===== config.mk =====
export PLATFORM = sky130hd
export DESIGN_NAME = pscd_top
export DESIGN_NICKNAME = d
export VERILOG_FILES = /design/src/verilog/pscd_pkg.sv /design/src/verilog/pscd_mcycle.sv /design/src/verilog/pscd_top.sv
export SDC_FILE = /design/constraint.sdc
export NUM_CORES = 1
export LEC_CHECK = 0
export ABC_AREA = 1
export BUFFER_PORTS_ARGS = -buffer_cell sky130_fd_sc_hd__buf_2
export CAP_MARGIN = 20
export CELL_PAD_IN_SITES_DETAIL_PLACEMENT = 0
export CELL_PAD_IN_SITES_GLOBAL_PLACEMENT = 2
export CORE_UTILIZATION = 25
export CTS_BUF_LIST = sky130_fd_sc_hd__clkbuf_4 sky130_fd_sc_hd__clkbuf_8 sky130_fd_sc_hd__clkbuf_16
export DETAILED_ROUTE_END_ITERATION = 7
export PLACE_DENSITY_LB_ADDON = 0.1
export SYNTH_ARGS = -nofsm -noshare
export SYNTH_HDL_FRONTEND = slang
export SYNTH_HIERARCHICAL = 1
export SYNTH_SLANG_ARGS = --single-unit

===== constraint.sdc =====
create_clock -name core_clk -period 1.6 [get_ports core_clk]
set_clock_uncertainty 0.1 [all_clocks]
set_input_delay 0.24 -clock core_clk [delete_from_list [all_inputs] [get_ports core_clk]]
set_output_delay 0.24 -clock core_clk [all_outputs]
set_load 0.05 [all_outputs]

===== src/verilog/pscd_pkg.sv =====
// shared constants and types for the power save and clock doubler block
package pscd_pkg;

  // register indices; byte address is four times the index
  localparam logic [7:0] PSCD_PWRCTL_IDX = 8'h87;
  localparam logic [7:0] PSCD_FLSTAT_IDX = 8'hB6;
  localparam logic [7:0] PSCD_WCFG_IDX  = 8'hC0;
  localparam logic [7:0] PSCD_MSTAT_IDX = 8'hC1;

  // power control register fields
  localparam int PSCD_IDLE_REQ_POS  = 0;
  localparam int PSCD_PWRDN_REQ_POS = 1;

  // flash status register fields and reset pattern
  localparam int         PSCD_SECURE_POS   = 6;
  localparam int         PSCD_DBLCLK_POS   = 3;
  localparam int         PSCD_FZERO_POS    = 2;
  localparam logic [7:0] PSCD_FLSTAT_RESET = 8'h00;

  // wake configuration register fields
  localparam int         PSCD_EX0_EN_POS  = 0;
  localparam int         PSCD_EX1_EN_POS  = 1;
  localparam int         PSCD_EX0_LVL_POS = 2;
  localparam int         PSCD_EX1_LVL_POS = 3;
  localparam int         PSCD_GLB_EN_POS  = 7;
  localparam logic [7:0] PSCD_WCFG_RESET  = 8'h00;

  // mode status register fields
  localparam int PSCD_ST_IDLE_POS = 0;
  localparam int PSCD_ST_PD_POS   = 1;
  localparam int PSCD_ST_WAKE_POS = 2;

  // machine cycle lengths and wake low-hold count
  localparam int PSCD_STD_CLKS  = 12;
  localparam int PSCD_DBL_CLKS  = 6;
  localparam int PSCD_LOW_HOLD  = 1024;

  // power modes
  typedef enum logic [2:0] {
    PSCD_RUN    = 3'b000,
    PSCD_IDLE   = 3'b001,
    PSCD_PDOWN  = 3'b010,
    PSCD_WAKE   = 3'b011,
    PSCD_RESUME = 3'b100
  } pscd_state_t;

endpackage : pscd_pkg


===== src/verilog/pscd_mcycle.sv =====
// machine cycle timer: 12 or 6 oscillator clocks per machine cycle
`timescale 1ns/1ps
`default_nettype none
module pscd_mcycle
  import pscd_pkg::*;
#(
  parameter int STD_CLKS = PSCD_STD_CLKS,
  parameter int DBL_CLKS = PSCD_DBL_CLKS
)(
  input  wire logic       core_clk,
  input  wire logic       rst,
  input  wire logic       run,
  input  wire logic       double_mode,
  output logic            mc_tick,
  output logic [3:0]      mc_phase
);

  typedef struct packed {
    logic [3:0] cnt;
    logic       tick;
  } pscd_mc_t;

  pscd_mc_t r_reg;
  pscd_mc_t r_next;
  logic [3:0] last;

  // last phase of the cycle depends on the doubling mode
  always_comb
  begin
    last   = double_mode ? 4'(DBL_CLKS - 1) : 4'(STD_CLKS - 1);
    r_next = r_reg;
    r_next.tick = 1'b0;
    if (run)
    begin
      if (r_reg.cnt >= last)
      begin
        r_next.cnt  = 4'h0;
        r_next.tick = 1'b1;
      end
      else
        r_next.cnt = r_reg.cnt + 4'h1;
    end
  end

  // state register
  always_ff @(posedge core_clk)
  begin
    if (rst)
      r_reg <= '{cnt: 4'h0, tick: 1'b0};
    else
      r_reg <= r_next;
  end

  assign mc_tick  = r_reg.tick;
  assign mc_phase = r_reg.cnt;
endmodule : pscd_mcycle
`default_nettype wire


===== src/verilog/pscd_top.sv =====
// power mode controller, wake timer and flash status register
//
// How it works
// writing the power-down bit stops the system clock.
// in power-down only enabled level external interrupts are seen.
// all registers keep their values through power-down.
// power-down ends only on enabled level interrupt or hardware reset.
// start of the waking interrupt clears the power-down bit.
// the waking pin must stay low 1024 clocks before going high.
// after the return, code resumes after the power-down instruction.
// hardware reset in power-down restarts as a power-on reset.
// address latch and fetch strobes are low during power-down.
// writing the idle bit enters idle.
// idle halts the program counter; clock and peripherals keep running.
// address latch and fetch strobes are high during idle.
// any enabled interrupt or reset ends idle; service clears idle bit.
// machine cycle is 12 clocks, or 6 with doubling.
// doubling set by programmer or in-app write; flag reads one.
// doubling affects only internal clock; oscillator output undoubled.
// flash status holds security in bit 6, doubling in bit 3.
// flash status not bit addressable; bit 2 resets to zero.
// software writes zero to reserved flash status bits.
// wake interrupt service enabled only after the low-hold count.
`timescale 1ns/1ps
`default_nettype none
module pscd_top
  import pscd_pkg::*;
#(
  parameter int LOW_HOLD = PSCD_LOW_HOLD
)(
  input  wire logic        core_clk,
  input  wire logic        rst,
  input  wire logic [11:0] avs_address,
  input  wire logic        avs_read,
  input  wire logic        avs_write,
  input  wire logic [31:0] avs_writedata,
  input  wire logic [3:0]  avs_byteenable,
  output logic      [31:0] avs_readdata,
  output logic             avs_waitrequest,
  input  wire logic [1:0]  ext_int_n,
  input  wire logic        irq_pending,
  input  wire logic        irq_start,
  input  wire logic        prog_double_clock,
  input  wire logic        prog_security,
  input  wire logic        core_ale,
  input  wire logic        core_program_fetch_strobe_n,
  input  wire logic        oscillator_input,
  output logic             oscillator_output,
  output logic             ale,
  output logic             program_fetch_strobe_n,
  output logic             cpu_halt,
  output logic             sys_clk_en,
  output logic             irq_service_en,
  output logic             double_clock_mode,
  output logic             machine_cycle_tick
);

  localparam int CW = $clog2(LOW_HOLD + 1);

  typedef struct packed {
    pscd_state_t st;
    logic        idle_request_bit;
    logic        powerdown_request_bit;
    logic        inapp_double;
    logic [7:0]  wcfg;
    logic [CW-1:0] low_cnt;
    logic        ack;
    logic [31:0] rdata;
    logic        halt;
    logic        clk_en;
    logic        svc_en;
    logic        ale;
    logic        fetch_n;
  } pscd_regs_t;

  pscd_regs_t r_reg;
  pscd_regs_t r_next;

  logic       req;
  logic       wr_fire;
  logic       wake_src;
  logic       dbl_flag;
  logic [7:0] flstat_val;
  logic [7:0] pwrctl_val;
  logic [7:0] mstat_val;
  logic [7:0] wbyte;

  // byte address decode: upper bits zero, index in bits 9:2
  function automatic logic reg_hit(input logic [11:0] a,
                                   input logic [7:0]  idx);
    reg_hit = (a[11:10] == 2'h0) && (a[9:2] == idx);
  endfunction : reg_hit

  // an enabled external interrupt set to level mode, pin held low
  function automatic logic lvl_wake(input logic [1:0] pin_n,
                                    input logic [7:0] cfg);
    lvl_wake = cfg[PSCD_GLB_EN_POS] &&
      ((cfg[PSCD_EX0_EN_POS] && cfg[PSCD_EX0_LVL_POS] && !pin_n[0]) ||
       (cfg[PSCD_EX1_EN_POS] && cfg[PSCD_EX1_LVL_POS] && !pin_n[1]));
  endfunction : lvl_wake

  // register read views
  always_comb
  begin
    dbl_flag = prog_double_clock || r_reg.inapp_double;
    flstat_val = 8'h00;
    flstat_val[PSCD_SECURE_POS] = prog_security;
    flstat_val[PSCD_DBLCLK_POS] = dbl_flag;
    flstat_val[PSCD_FZERO_POS]  = 1'b0;
    pwrctl_val = 8'h00;
    pwrctl_val[PSCD_IDLE_REQ_POS]  = r_reg.idle_request_bit;
    pwrctl_val[PSCD_PWRDN_REQ_POS] = r_reg.powerdown_request_bit;
    mstat_val = 8'h00;
    mstat_val[PSCD_ST_IDLE_POS] = (r_reg.st == PSCD_IDLE);
    mstat_val[PSCD_ST_PD_POS]   = (r_reg.st == PSCD_PDOWN);
    mstat_val[PSCD_ST_WAKE_POS] = (r_reg.st == PSCD_WAKE);
  end

  // bus handshake terms
  assign req      = avs_read || avs_write;
  assign wr_fire  = avs_write && r_reg.ack && avs_byteenable[0];
  assign wbyte    = avs_writedata[7:0];
  assign wake_src = lvl_wake(ext_int_n, r_reg.wcfg);

  // next state: bus slave, mode machine, pin overrides
  always_comb
  begin
    r_next = r_reg;
    // one wait cycle, then the answer
    r_next.ack = req && !r_reg.ack;
    if (avs_read && !r_reg.ack)
    begin
      r_next.rdata = 32'h0000_0000;
      if (reg_hit(avs_address, PSCD_PWRCTL_IDX))
        r_next.rdata = {24'h00_0000, pwrctl_val};
      else if (reg_hit(avs_address, PSCD_FLSTAT_IDX))
        r_next.rdata = {24'h00_0000, flstat_val};
      else if (reg_hit(avs_address, PSCD_WCFG_IDX))
        r_next.rdata = {24'h00_0000, r_reg.wcfg};
      else if (reg_hit(avs_address, PSCD_MSTAT_IDX))
        r_next.rdata = {24'h00_0000, mstat_val};
    end

    // power mode sequencing
    case (r_reg.st)
      PSCD_RUN:
      begin
        if (r_reg.powerdown_request_bit)
          r_next.st = PSCD_PDOWN;
        else if (r_reg.idle_request_bit)
          r_next.st = PSCD_IDLE;
      end
      PSCD_IDLE:
      begin
        if (irq_pending)
          r_next.st = PSCD_RESUME;
      end
      PSCD_PDOWN:
      begin
        r_next.low_cnt = '0;
        if (wake_src)
          r_next.st = PSCD_WAKE;
      end
      PSCD_WAKE:
      begin
        // count restarted oscillator clocks while the pin is low
        if (wake_src)
        begin
          if (r_reg.low_cnt < CW'(LOW_HOLD))
            r_next.low_cnt = r_reg.low_cnt + CW'(1);
        end
        else if (r_reg.low_cnt >= CW'(LOW_HOLD))
          r_next.st = PSCD_RESUME;
        else
          r_next.st = PSCD_PDOWN;
      end
      PSCD_RESUME:
      begin
        // service start clears both requests; return goes to next op
        if (irq_start)
        begin
          r_next.st = PSCD_RUN;
          r_next.powerdown_request_bit = 1'b0;
          r_next.idle_request_bit      = 1'b0;
        end
      end
      default:
        r_next.st = PSCD_RUN;
    endcase

    // software writes; a request written with the clear still lands
    if (wr_fire && reg_hit(avs_address, PSCD_PWRCTL_IDX))
    begin
      r_next.idle_request_bit      = wbyte[PSCD_IDLE_REQ_POS];
      r_next.powerdown_request_bit = wbyte[PSCD_PWRDN_REQ_POS];
    end
    if (wr_fire && reg_hit(avs_address, PSCD_FLSTAT_IDX))
      r_next.inapp_double = wbyte[PSCD_DBLCLK_POS];
    if (wr_fire && reg_hit(avs_address, PSCD_WCFG_IDX))
      r_next.wcfg = wbyte;

    // pin and clock views follow the next mode
    r_next.halt   = 1'b0;
    r_next.clk_en = 1'b1;
    r_next.svc_en = 1'b1;
    r_next.ale    = core_ale;
    r_next.fetch_n = core_program_fetch_strobe_n;
    case (r_next.st)
      PSCD_IDLE:
      begin
        r_next.halt   = 1'b1;
        r_next.ale    = 1'b1;
        r_next.fetch_n = 1'b1;
      end
      PSCD_PDOWN, PSCD_WAKE:
      begin
        r_next.halt   = 1'b1;
        r_next.clk_en = 1'b0;
        r_next.svc_en = 1'b0;
        r_next.ale    = 1'b0;
        r_next.fetch_n = 1'b0;
      end
      default:
      begin
        r_next.halt = 1'b0;
      end
    endcase
  end

  // state register; reset acts the same from any mode
  always_ff @(posedge core_clk)
  begin
    if (rst)
    begin
      r_reg.st                    <= PSCD_RUN;
      r_reg.idle_request_bit      <= 1'b0;
      r_reg.powerdown_request_bit <= 1'b0;
      r_reg.inapp_double          <= PSCD_FLSTAT_RESET[PSCD_DBLCLK_POS];
      r_reg.wcfg                  <= PSCD_WCFG_RESET;
      r_reg.low_cnt               <= '0;
      r_reg.ack                   <= 1'b0;
      r_reg.rdata                 <= 32'h0000_0000;
      r_reg.halt                  <= 1'b0;
      r_reg.clk_en                <= 1'b1;
      r_reg.svc_en                <= 1'b1;
      r_reg.ale                   <= 1'b1;
      r_reg.fetch_n               <= 1'b1;
    end
    else
      r_reg <= r_next;
  end

  // machine cycle timer runs only on the internal system clock
  pscd_mcycle #(
    .STD_CLKS    (PSCD_STD_CLKS),
    .DBL_CLKS    (PSCD_DBL_CLKS)
  ) u_mcycle (
    .core_clk    (core_clk),
    .rst         (rst),
    .run         (r_reg.clk_en),
    .double_mode (dbl_flag),
    .mc_tick     (machine_cycle_tick),
    .mc_phase    ()
  );

  // outputs
  assign avs_waitrequest        = req && !r_reg.ack;
  assign avs_readdata           = r_reg.rdata;
  assign oscillator_output      = oscillator_input;
  assign ale                    = r_reg.ale;
  assign program_fetch_strobe_n = r_reg.fetch_n;
  assign cpu_halt               = r_reg.halt;
  assign sys_clk_en             = r_reg.clk_en;
  assign irq_service_en         = r_reg.svc_en;
  assign double_clock_mode      = dbl_flag;
endmodule : pscd_top
`default_nettype wire


* Yosys cells after proc, flatten, opt, wreduce, memory -nomap -nowiden
Cells that the tools add are included.
** Storage, ports and cells
- Memories kept :: 0
- Latch bits :: 0
- Register bits after elaboration :: 68
- Input bits :: 61
- RAM bits :: 0
- Output and inout bits :: 41
- Logic and storage cells :: 89
- ROM bits :: 0
** Operators by class
- Multiply operators :: 0
- Reductions and logical operators :: 32
- Multiplexer cells :: 23
- Div/mod/pow operators :: 0
- Equal/unequal tests :: 13
- Shifts and indexed selects :: 0
- Add/sub/neg operators :: 2
- Bitwise gates (word level) :: 1
- Order comparisons :: 3
** Operator list (number)
- 8-bit equality test, second input constant :: 4
- 8-bit two-way mux :: 3
- 11-bit two-way mux :: 2
- 11-bit case mux with 2 select lines :: 1
- 3-bit two-way mux :: 7
- 1-bit logical AND :: 16
- 3-bit case mux with 5 select lines :: 1
- 3-bit by 2-bit equality test with 1-bit output, second input constant :: 4
- 11-bit by 1-bit adder with 11-bit output, second input constant :: 1
- 11-bit >= comparator, second input constant :: 1
- 11-bit less-than comparator, second input constant :: 1
- 4-bit two-way mux :: 2
- 3-bit by 1-bit equality test with 1-bit output, second input constant :: 2
- 2-bit two-way mux :: 3
- 2-bit nonzero test :: 3
- 5-bit two-way mux :: 1
- 4-bit by 1-bit adder with 4-bit output, second input constant :: 1
- 4-bit >= comparator :: 1
- 2-bit case mux with 2 select lines :: 1
- 2-bit OR reduction :: 2
- 3-bit equality test, second input constant :: 1
- 1-bit zero test :: 3
- 3-bit zero test :: 1
- 1-bit logical OR :: 3
- other kinds (8) :: 9

* Logic depth before layout (Yosys ltp)
Gate-level depths: netlist (run 1).
- Depth after elaboration :: 9
- Gate-level depth with buffers :: 10

* Cells and area by module
Netlist (run 1), hierarchy kept.
** By module, submodules not included
- pscd_top :: area an instance 2298.5 µm², sequential area each 760.7 µm², times used 1, cells each 338
- pscd_mcycle :: area an instance 274.0 µm², sequential area each 100.1 µm², times used 1, cells each 34

* Least setup slack after synthesis (run 1)
No wires, ideal clock.
- Path kind :: register -> register
- From :: register r_reg[57] (netlist bit)
- To :: register u_mcycle.r_reg, in the netlist u_mcycle/mc_phase[0]
- Library setup time :: 0.117 ns
- Arrival :: 1.476 ns
- Setup slack :: -0.093 ns
- Cell stages (with the launch flop) :: 10
- Path through :: dfxtp_1 or2_2 ha_1 nand2_1 inv_1 nand2_1 nand2_1 nand2_1 nand2_1 nor2_1
** Between the ends
- Cells in the longest elaborated chain, start to end :: 4
** RTL lines
- start: declaration :: RTL line pscd_top.sv:76 : pscd_regs_t r_reg;
- start signal: assignment :: RTL line pscd_top.sv:250 : r_reg <= r_next;
- 1-bit logical OR :: RTL line pscd_top.sv:105 : dbl_flag = prog_double_clock || r_reg.inapp_double;
- net double_clock_mode :: RTL line pscd_top.sv:54 : output logic double_clock_mode,
- 4-bit two-way mux :: RTL line pscd_mcycle.sv:30 : last = double_mode ? 4'(DBL_CLKS - 1) : 4'(STD_CLKS - 1);
- 4-bit >= comparator :: RTL line pscd_mcycle.sv:35 : if (r_reg.cnt >= last)
- 4-bit two-way mux :: RTL line pscd_mcycle.sv:35
- end signal: assignment :: RTL line pscd_mcycle.sv:49 : r_reg <= '{cnt: 4'h0, tick: 1'b0};
- end signal: assignment :: RTL line pscd_mcycle.sv:51 : r_reg <= r_next;
- end: declaration :: RTL line pscd_mcycle.sv:23 : pscd_mc_t r_reg;
The timed path passes the listed nets, and every way through them passes these cells.
A chain may end at the register's enable or synchronous reset.

* Final worst setup path (run 1)
- From :: register r_reg[57] (netlist bit)
- To :: output port double_clock_mode
** Between the ends
- Cells in the longest elaborated chain, start to end :: 1
** RTL lines (RTL line)
- 1-bit logical OR :: pscd_top.sv:105
- end: declaration :: pscd_top.sv:54
Every way passes these cells.

==> reports/qor_table.md, run 1 <==
| Parameter | This run |
|:---|:---|
| Flop and latch count out of synthesis | 43 |
| Routability cong. | 0.775 |
| Origin of the worst min-delay path | core_ale |
| Floorplan die width | 103 um |
| Area inside the core boundary | 0.00986 sq mm |
| Post-route setup TNS | 0 ns |
| Largest cells by area after synthesis | sky130_fd_sc_hd__dfxtp_1, sky130_fd_sc_hd__nand2_1, sky130_fd_sc_hd__buf_4 |
| Fill count | 1104 |
| Multi-input combinational cell area | 0.00141 sq mm |
| DR iter-0 viols | 55 |
| Critical-path cell with the highest stage delay | sky130_fd_sc_hd__dfxtp_2 |
| Syn Std Cell Area | 0.00257 sq mm |
| Clock latency at the later pin of the worst-skew pair | 0.29 ns |
| Floorplan die height | 103 um |
| Number of iterations in the first detailed-routing pass | 4 |
| Area Overhead vs Synth | 20.4% |
| Post-DR wirelength/cell | 11.9 um |
| Share of total power in combinational logic | 20.8% |
| Unrepaired setup endpoints after global routing | true |
| Initial cell density of the core | 26.1% |
| Achievable Freq | 632 MHz |
| Number of I/O pins | 102 |
| Proportion of synthesized chip area in sequential cells | 33.5% |
| Largest stage delay on the critical path | 0.33 ns |
| Yosys top cell area share | 33.5% |
| Most common library cell in the layout ignoring fill and taps | sky130_fd_sc_hd__nand2_1 |
| Kind of cell adding the most delay to the critical path | buffers and inverters |
| R2R Path Start | r_reg[57]$_SDFFE_PP0P_ |
| Tcrit/Tclk final | 98.8% |
| Total CTS buffers | 5 |
| Minimum clock period | 1.58 ns |
| Total design power | 2.54 mW |
| Result of the run | finished clean |
| Synth unique cells | 35 |
| Cells on worst reg2reg path | 9 |
| Std-Cell Rows | 36 |
| Initial antenna violation count | 0 |
| Launching element type of the critical path | flop |
| Max-slew violation total from the final report | 0 |
| CTS tree | done |
| Buffers on Ports | 46 |
| Global-route wire length before repair | 11000 um |
| Ordered cell list for the critical path | or2_4, buf_4, buf_2 |
| Antenna diode count | 0 |
| Hold path endpoint | ale$_SDFF_PP1_ |
| Aggregate routed wire length | 6680 um |
| Flip-flop count of the largest register, all copies and words added | 24 |
| Pin count of the biggest net entering global routing | 25 |
| Floorplan die area | 0.0107 sq mm |
| Clock net sink count | 43 |
| Via count normalized by instance count | 4.15 |
| Share of total power in sequential cells | 45.2% |
| Largest driver fanout on the critical path | 4 |
| Total track usage | 13.6% |
| FF+latch area | 868 sq um |
| Ratio of total power to cell area | 819 mW/mm^2 |
| Worst-case register-to-register setup slack | 0.10 ns |
| Type of destination of the critical path | primary output |
| Quantity of hold-fixing buffers added after cts | 0 |
| Hold WC Path Type | in2reg |
| Number of endpoints with negative hold slack in the final report | 0 |
| DRC violations left | 0 |
| Max capacitance violation total | 0 |
| Start-to-end type of the worst setup path | reg2out |
| Internal Power | 1.73 mW |
| Fraction of power spent switching nets | 32.0% |
| LEAKAGE | 1.40 nW |
| FF-to-FF End | u_mcycle/mc_phase[0]$_SDFFE_PP0P_ |
| Vias | 2330 |
| Fraction of final layout cells with drive strength greater than 1 | 26.6% |
| Share of total power in the clock network | 34.0% |
| Clk buf depth | 2 |
| Start point of the critical path | r_reg[57]$_SDFFE_PP0P_ |
| Root buf cell | sky130_fd_sc_hd__clkbuf_8 |
| Total Nets Final | 493 |
| Worst Hold Margin | 0.0683 ns |
| Cell count after synthesis | 372 |
| Hold Crit Depth | 3 |
| Per-instance average area after synthesis | 6.92 sq um |
| Psw | 811 uW |
| Max H-tree Level | 2 |
| Worst voltage drop across the vdd grid | 0.339 mV |
| Required time reported for the critical path endpoint | 1.26 ns |
| Remaining antenna violation count after routing | 0 |
| Top cell type by total area after synthesis | sky130_fd_sc_hd__dfxtp_1 |
| Vias in the first global route | 2278 |
| Remaining global-route overflow | 0 |
| Commonest cells after routing, fill and taps aside | sky130_fd_sc_hd__nand2_1, sky130_fd_sc_hd__buf_2, sky130_fd_sc_hd__inv_1 |
| # setup viols final | 0 |
| Worst path buffer plus inverter count | 2 |
| Clock-pin slew on the worst setup and hold paths | 0.09 ns |
| Yosys warns | 6 |
| DP HPWL | 5200 um |
| Arrival time worst endpoint | 1.24 ns |
==> layout make-up <==
class | instances | share of cell area [%]
clock buffers | 5 | 2.22
clock inverters | 3 | 1.41
inverters | 46 | 5.57
multi-input cells | 267 | 45.4
well taps | 133 | 5.37
repair buffers | 64 | 12.0
flip-flops and latches | 43 | 28.0
==> worst max-delay path by stage <==
stage                                             end  slack [ns]  depth (start not counted)
floorplan           u_mcycle/mc_phase[0]$_SDFFE_PP0P_        0.05                          9
global placement    u_mcycle/mc_phase[0]$_SDFFE_PP0P_       -0.01                          8
detailed placement  u_mcycle/mc_phase[1]$_SDFFE_PP0P_       -0.02                          8
CTS                 u_mcycle/mc_phase[1]$_SDFFE_PP0P_        0.02                          7
global route                        double_clock_mode       -0.03                          3
finish                              double_clock_mode        0.02                          3
==> power by group through the flow <==
stage          clock (mW)  combinational, mW  sequential [mW]
3_3_place_gp            0              0.499             1.17
6_report            0.863              0.528             1.15
5_1_grt             0.962              0.582             1.15
3_5_place_dp            0              0.500             1.17
4_1_cts             0.915              0.503             1.14
2_1_floorplan           0              0.382             1.20
==> metal layers <==
metal | up-vias | global-route usage, % | share of wire, %
met3 | 5 | 2.49 | 3.2
li1 | 1234 | - | -
met2 | 32 | 25.3 | 52
met1 | 1059 | 16.0 | 44
met5 | - | 0 | 0
met4 | 0 | 3.58 | 0.69
==> synthesized netlist by cell type <==
master                     count
sky130_fd_sc_hd__dfxtp_1      43
sky130_fd_sc_hd__nor2_8        1
sky130_fd_sc_hd__a21o_1        2
sky130_fd_sc_hd__ha_1          5
sky130_fd_sc_hd__nor2_4        2
sky130_fd_sc_hd__nand3_2       4
sky130_fd_sc_hd__o21bai_1      1
sky130_fd_sc_hd__nor3_1        5
sky130_fd_sc_hd__nand3_1      30
sky130_fd_sc_hd__nand2_1      80
sky130_fd_sc_hd__xnor2_1       2
sky130_fd_sc_hd__a21oi_1      26
sky130_fd_sc_hd__a21oi_2       3
sky130_fd_sc_hd__a21boi_2      1
sky130_fd_sc_hd__a22oi_1       1
sky130_fd_sc_hd__clkbuf_1      3
sky130_fd_sc_hd__a21oi_4       1
sky130_fd_sc_hd__buf_4        34
sky130_fd_sc_hd__buf_6         2
sky130_fd_sc_hd__nand4_1       4
sky130_fd_sc_hd__or2_2         1
sky130_fd_sc_hd__a31oi_1       2
sky130_fd_sc_hd__mux2i_1       1
sky130_fd_sc_hd__conb_1        1
sky130_fd_sc_hd__nor2_1       42
sky130_fd_sc_hd__clkinv_1      1
sky130_fd_sc_hd__nand2_4       1
sky130_fd_sc_hd__inv_2         2
sky130_fd_sc_hd__xor2_1        3
sky130_fd_sc_hd__inv_1        43
sky130_fd_sc_hd__nand3_4       1
sky130_fd_sc_hd__and2_1        1
sky130_fd_sc_hd__nor2_2        3
sky130_fd_sc_hd__o21ai_0      18
sky130_fd_sc_hd__nand2_2       2
==> worst reg2reg max path, stage by stage, from the launching register on <==
cell                      delay, ns
sky130_fd_sc_hd__dfxtp_2       0.33
sky130_fd_sc_hd__or2_4         0.27
sky130_fd_sc_hd__ha_4          0.27
sky130_fd_sc_hd__nand2_2       0.04
sky130_fd_sc_hd__nand2_1       0.06
sky130_fd_sc_hd__nand2_1       0.05
sky130_fd_sc_hd__nand2_1       0.06
sky130_fd_sc_hd__nand2_2       0.07
sky130_fd_sc_hd__nand2_4       0.12
sky130_fd_sc_hd__nor2_1        0.04
==> stage by stage <==
step                      std cells  cell area, sq um  worst slack, ns  util (%)
after floorplan                 395              2660           0.0464         -
after global placement          552              2900          -0.0141      29.4
after detailed placement        552              2900          -0.0176      29.4
after CTS                       560              3010           0.0187      30.5
after global routing            561              3100          -0.0266      31.4
final                           561              3100           0.0188      31.4
==> repair_timing <==
item,CTS,global route
pin swaps,0,5
endpoints found under the hold margin,0,0
setup endpoints to repair,4,21
buffers inserted,0,1
resized for setup,1,26
==> logic make-up after synthesis <==
group / count (synthesis) / synth area share (%)
fa+ha+maj: 5 / 2.43
compound gates: 55 / 12.3
mux: 1 / 0.389
xor+xnor: 5 / 1.70
other cells: 1 / 0.146
flops: 43 / 33.5
buf+inv: 85 / 17.9
simple gates: 177 / 31.6
Note: power is estimated with default switching activity, not from simulation.
==> run 2: changes to the inputs <==
--- a/config.mk
+++ b/config.mk
@@ -8,13 +8,12 @@
 export ABC_AREA = 1
 export BUFFER_PORTS_ARGS = -buffer_cell sky130_fd_sc_hd__buf_2
 export CAP_MARGIN = 20
-export CELL_PAD_IN_SITES_DETAIL_PLACEMENT = 0
-export CELL_PAD_IN_SITES_GLOBAL_PLACEMENT = 2
-export CORE_UTILIZATION = 25
+export CELL_PAD_IN_SITES_DETAIL_PLACEMENT = 1
+export CELL_PAD_IN_SITES_GLOBAL_PLACEMENT = 1
+export CORE_UTILIZATION = 33
 export CTS_BUF_LIST = sky130_fd_sc_hd__clkbuf_4 sky130_fd_sc_hd__clkbuf_8 sky130_fd_sc_hd__clkbuf_16
 export DETAILED_ROUTE_END_ITERATION = 7
 export PLACE_DENSITY_LB_ADDON = 0.1
 export SYNTH_ARGS = -nofsm -noshare
 export SYNTH_HDL_FRONTEND = slang
-export SYNTH_HIERARCHICAL = 1
 export SYNTH_SLANG_ARGS = --single-unit
==> constraint.sdc (replaced) <==
create_clock -name core_clk -period 1.6 [get_ports core_clk]
set_clock_uncertainty 0.1 [all_clocks]
set_input_delay 0.24 -clock core_clk [delete_from_list [all_inputs] [get_ports core_clk]]
set_output_delay 0.24 -clock core_clk [all_outputs]
set_load 0.02 [all_outputs]
==> reports/qor_table.md, run 2 <==
| Parameter | This run | vs previous |
|:---|:---|:---|
| Quantity of hold-fixing buffers added after cts | 0 | unchanged |
| Number of iterations in the first detailed-routing pass | 4 | unchanged |
| Routability cong. | 0.786 | +1.3% |
| Floorplan die height | 89.2 um | -14% |
| Largest driver fanout on the critical path | 4 | unchanged |
| Area inside the core boundary | 0.00729 sq mm | -26% |
| Floorplan die width | 89.2 um | -14% |
| Share of synthesized registers carrying an async set or reset | 0% | unchanged |
| Critical-path cell with the highest stage delay | sky130_fd_sc_hd__dfxtp_2 |  |
| Worst path buffer plus inverter count | 2 | unchanged |
| Most frequently used flop master after synthesis | sky130_fd_sc_hd__dfxtp_1 |  |
| Start point of the critical path | r_reg[57]$_SDFFE_PP0P_ |  |
| Remaining antenna violation count after routing | 0 | unchanged |
| # setup viols final | 0 | unchanged |
| Origin of the worst min-delay path | core_program_fetch_strobe_n |  |
| Post-DR wirelength/cell | 12.3 um | +3.6% |
| Yosys top cell area share | 34.3% | +0.83 points |
| Kind of cell adding the most delay to the critical path | compound AO/OA/AOI/OAI gates |  |
| Cell with the most instances after synthesis | sky130_fd_sc_hd__nand2_1 |  |
| Remaining global-route overflow | 0 | unchanged |
| DRC violations left | 0 | unchanged |
| Required time reported for the critical path endpoint | 1.69 ns | +0.43 ns |
| Achievable Freq | 631 MHz | -0.22% |
| Max capacitance violation total | 0 | unchanged |
| Largest family of logic cells by synthesized area | simple AND/OR/NAND/NOR gates |  |
| Number of I/O pins | 102 | unchanged |
| R2R Path Start | r_reg[57]$_SDFFE_PP0P_ |  |
| Commonest cells after routing, fill and taps aside | sky130_fd_sc_hd__nand2_1, sky130_fd_sc_hd__buf_2, sky130_fd_sc_hd__inv_1 |  |
| Via count normalized by instance count | 4.58 | +10% |
| Max H-tree Level | 2 | unchanged |
| Result of the run | finished clean |  |
| Vias | 2372 | +1.8% |
| Root buf cell | sky130_fd_sc_hd__clkbuf_8 |  |
| Launching element type of the critical path | flop |  |
| Initial cell density of the core | 34.4% | +8.3 points |
| Top cell type by total area after synthesis | sky130_fd_sc_hd__dfxtp_1 |  |
| Largest stage delay on the critical path | 0.34 ns | about the same |
| Type of destination of the critical path | flop |  |
| Clk buf depth | 2 | unchanged |
| Clock-pin slew on the worst setup and hold paths | 0.09 ns | about the same |
| Per-instance average area after synthesis | 6.93 sq um | +0.26% |
| Unrepaired setup endpoints after global routing | true |  |
| Min setup slack post-route | 0.0153 ns | -0.00351 ns |
| Initial antenna violation count | 0 | unchanged |
| Synthesized-area fraction occupied by xor and xnor cells | 0.698% | -1.0 points |
| Slew at the pin closest to its max-slew limit | 0.487 ns |  |
| Most common library cell in the layout ignoring fill and taps | sky130_fd_sc_hd__nand2_1 |  |
| CTS tree | done |  |
| Total track usage | 17.6% | +3.9 points |
| Tcrit/Tclk final | 99.0% | +0.22 points |
| Pin count of the biggest net entering global routing | 24 | -4.0% |
| Floorplan die area | 0.00796 sq mm | -26% |
| Proportion of synthesized area in mux cells | 0% | -0.39 points |
| LEAKAGE | 1.35 nW | -3.3% |
| DP HPWL | 5060 um | -2.6% |
| Buffers on Ports | 46 | unchanged |
| Flip-flop count of the largest register, all copies and words added | 24 | unchanged |
| Start-to-end type of the worst setup path | reg2reg |  |
| Ordered cell list for the critical path | nor2_4, inv_2, ha_4, a21o_1, a31oi_4, buf_4, nor3_1 |  |
| Worst voltage drop across the vdd grid | 0.416 mV | +23% |
| Clock latency at the later pin of the worst-skew pair | 0.30 ns | about the same |
| Syn Std Cell Area | 0.00251 sq mm | -2.4% |
| Global-route wire length before repair | 10600 um | -3.9% |
| DR iter-0 viols | 70 | +27% |
| Hold WC Path Type | in2reg |  |
| Synth unique cells | 29 | -17% |
| End-of-flow core utilization | 41.6% | +10 points |
| Most instantiated cells after synthesis | sky130_fd_sc_hd__nand2_1, sky130_fd_sc_hd__inv_1, sky130_fd_sc_hd__dfxtp_1 |  |
| Vias in the first global route | 2276 | -0.088% |
| EDFF count, synth | 0 | unchanged |
| Std-Cell Rows | 31 | -14% |
| Clock net sink count | 43 | unchanged |
| Instance count after placement with tap cells included | 509 | -7.8% |
| Ratio of total power to cell area | 857 mW/mm^2 | +4.7% |
| Flop and latch count out of synthesis | 43 | unchanged |
| Proportion of synthesized chip area in sequential cells | 34.3% | +0.83 points |
| Compound-gate portion of the synthesized area | 12.9% | +0.61 points |
| Share of synthesized cell area in and, or, nand and nor gates | 30.3% | -1.3 points |
| Worst Hold Margin | 0.0672 ns | -0.00106 ns |
| Area Overhead vs Synth | 20.7% |  |
| Yosys warns | 0 | -6 |
| Total Nets Final | 484 | -1.8% |
| Number of endpoints with negative hold slack in the final report | 0 | unchanged |
| Max-slew violation total from the final report | 0 | unchanged |
| Largest cells by area after synthesis | sky130_fd_sc_hd__dfxtp_1, sky130_fd_sc_hd__buf_4, sky130_fd_sc_hd__nand2_1 |  |
| Pre-CTS setup slack | -0.0604 ns | -0.0429 ns |
| Aggregate routed wire length | 6390 um | -4.4% |
| Fraction of final layout cells with drive strength greater than 1 | 24.1% | -2.5 points |
| Post-synthesis share of cell area spent on full adders, half adders and majority gates | 2.49% | +0.061 points |
| Antenna diode count | 0 | unchanged |
| Slew Limit Headroom | 67.2% |  |
| Cell count after synthesis | 362 | -2.7% |
| Minimum clock period | 1.58 ns | +0.00351 ns |
| Total CTS buffers | 5 | unchanged |
| Non-Filler Instances | 518 | -7.7% |
| Arrival time worst endpoint | 1.68 ns | +0.44 ns |
-- run 2: where the power goes --
group	total (mW)	internal, mW	switching, mW
Clock	1.04	0.641	0.399
Combinational	0.418	0.150	0.268
Sequential	1.14	1.10	0.0341
-- run 2: layout make-up --
class,instances,area (sq um)
Timing Repair Buffer,67,400
Multi-Input combinational cell,254,1330
Clock inverter,2,60.1
Tap cell,99,124
Sequential cell,43,862
Clock buffer,6,76.3
Inverter,47,179
Fill cell,996,4260
-- run 2: path summary, 6_finish.rpt --
path	endpoint	slack [ns]	depth (start not counted)
worst max register to register	u_mcycle.mc_tick$_SDFF_PP0_	0.02	7
worst max-delay path	u_mcycle.mc_tick$_SDFF_PP0_	0.02	7
worst min-delay path	program_fetch_strobe_n$_SDFF_PP1_	0.07	3
worst min register to register	r_reg[55]$_SDFFE_PP0P_	0.35	2
-- run 2: per-layer routing --
metal	wire [um]	global-route usage [%]	vias to the layer above
met4	104	5.77	0
met1	3040	21.9	1098
met2	3070	30.6	41
li1	-	-	1224
met5	0	0	-
met3	182	3.14	9
-- run 2: kinds of logic after synthesis --
kind of cell / after synthesis
AND/OR/NAND/NOR: 163
buffers and inverters: 88
AO/OA/AOI/OAI: 60
flip-flops: 43
adder cells (fa/ha/maj): 5
XOR/XNOR: 2
other: 1
-- run 2: stage by stage --
stage                     cell area, sq um  setup TNS [ns]  power (mW)
after floorplan                       2610               0        1.46
after global placement                2820         -0.0711        1.54
after detailed placement              2820          -0.195        1.55
after CTS                             2960               0        2.60
after global routing                  3030          -0.213        2.73
final                                 3030               0        2.60
-- run 2: worst register-to-register path, cell delays in order (launching register included) --
cell and delay (ns):
sky130_fd_sc_hd__dfxtp_2 0.34, sky130_fd_sc_hd__nor2_4 0.12, sky130_fd_sc_hd__inv_2 0.08, sky130_fd_sc_hd__ha_4 0.22
sky130_fd_sc_hd__a21o_1 0.20, sky130_fd_sc_hd__a31oi_4 0.23, sky130_fd_sc_hd__buf_4 0.15, sky130_fd_sc_hd__nor3_1 0.03
-- run 2: timing repair --
item / 4_1_cts / 5_1_grt
gates resized for setup: 1 / 13
setup buffers: 0 / 1
endpoints found under the setup margin: 4 / 9
pin swaps: 2 / 7
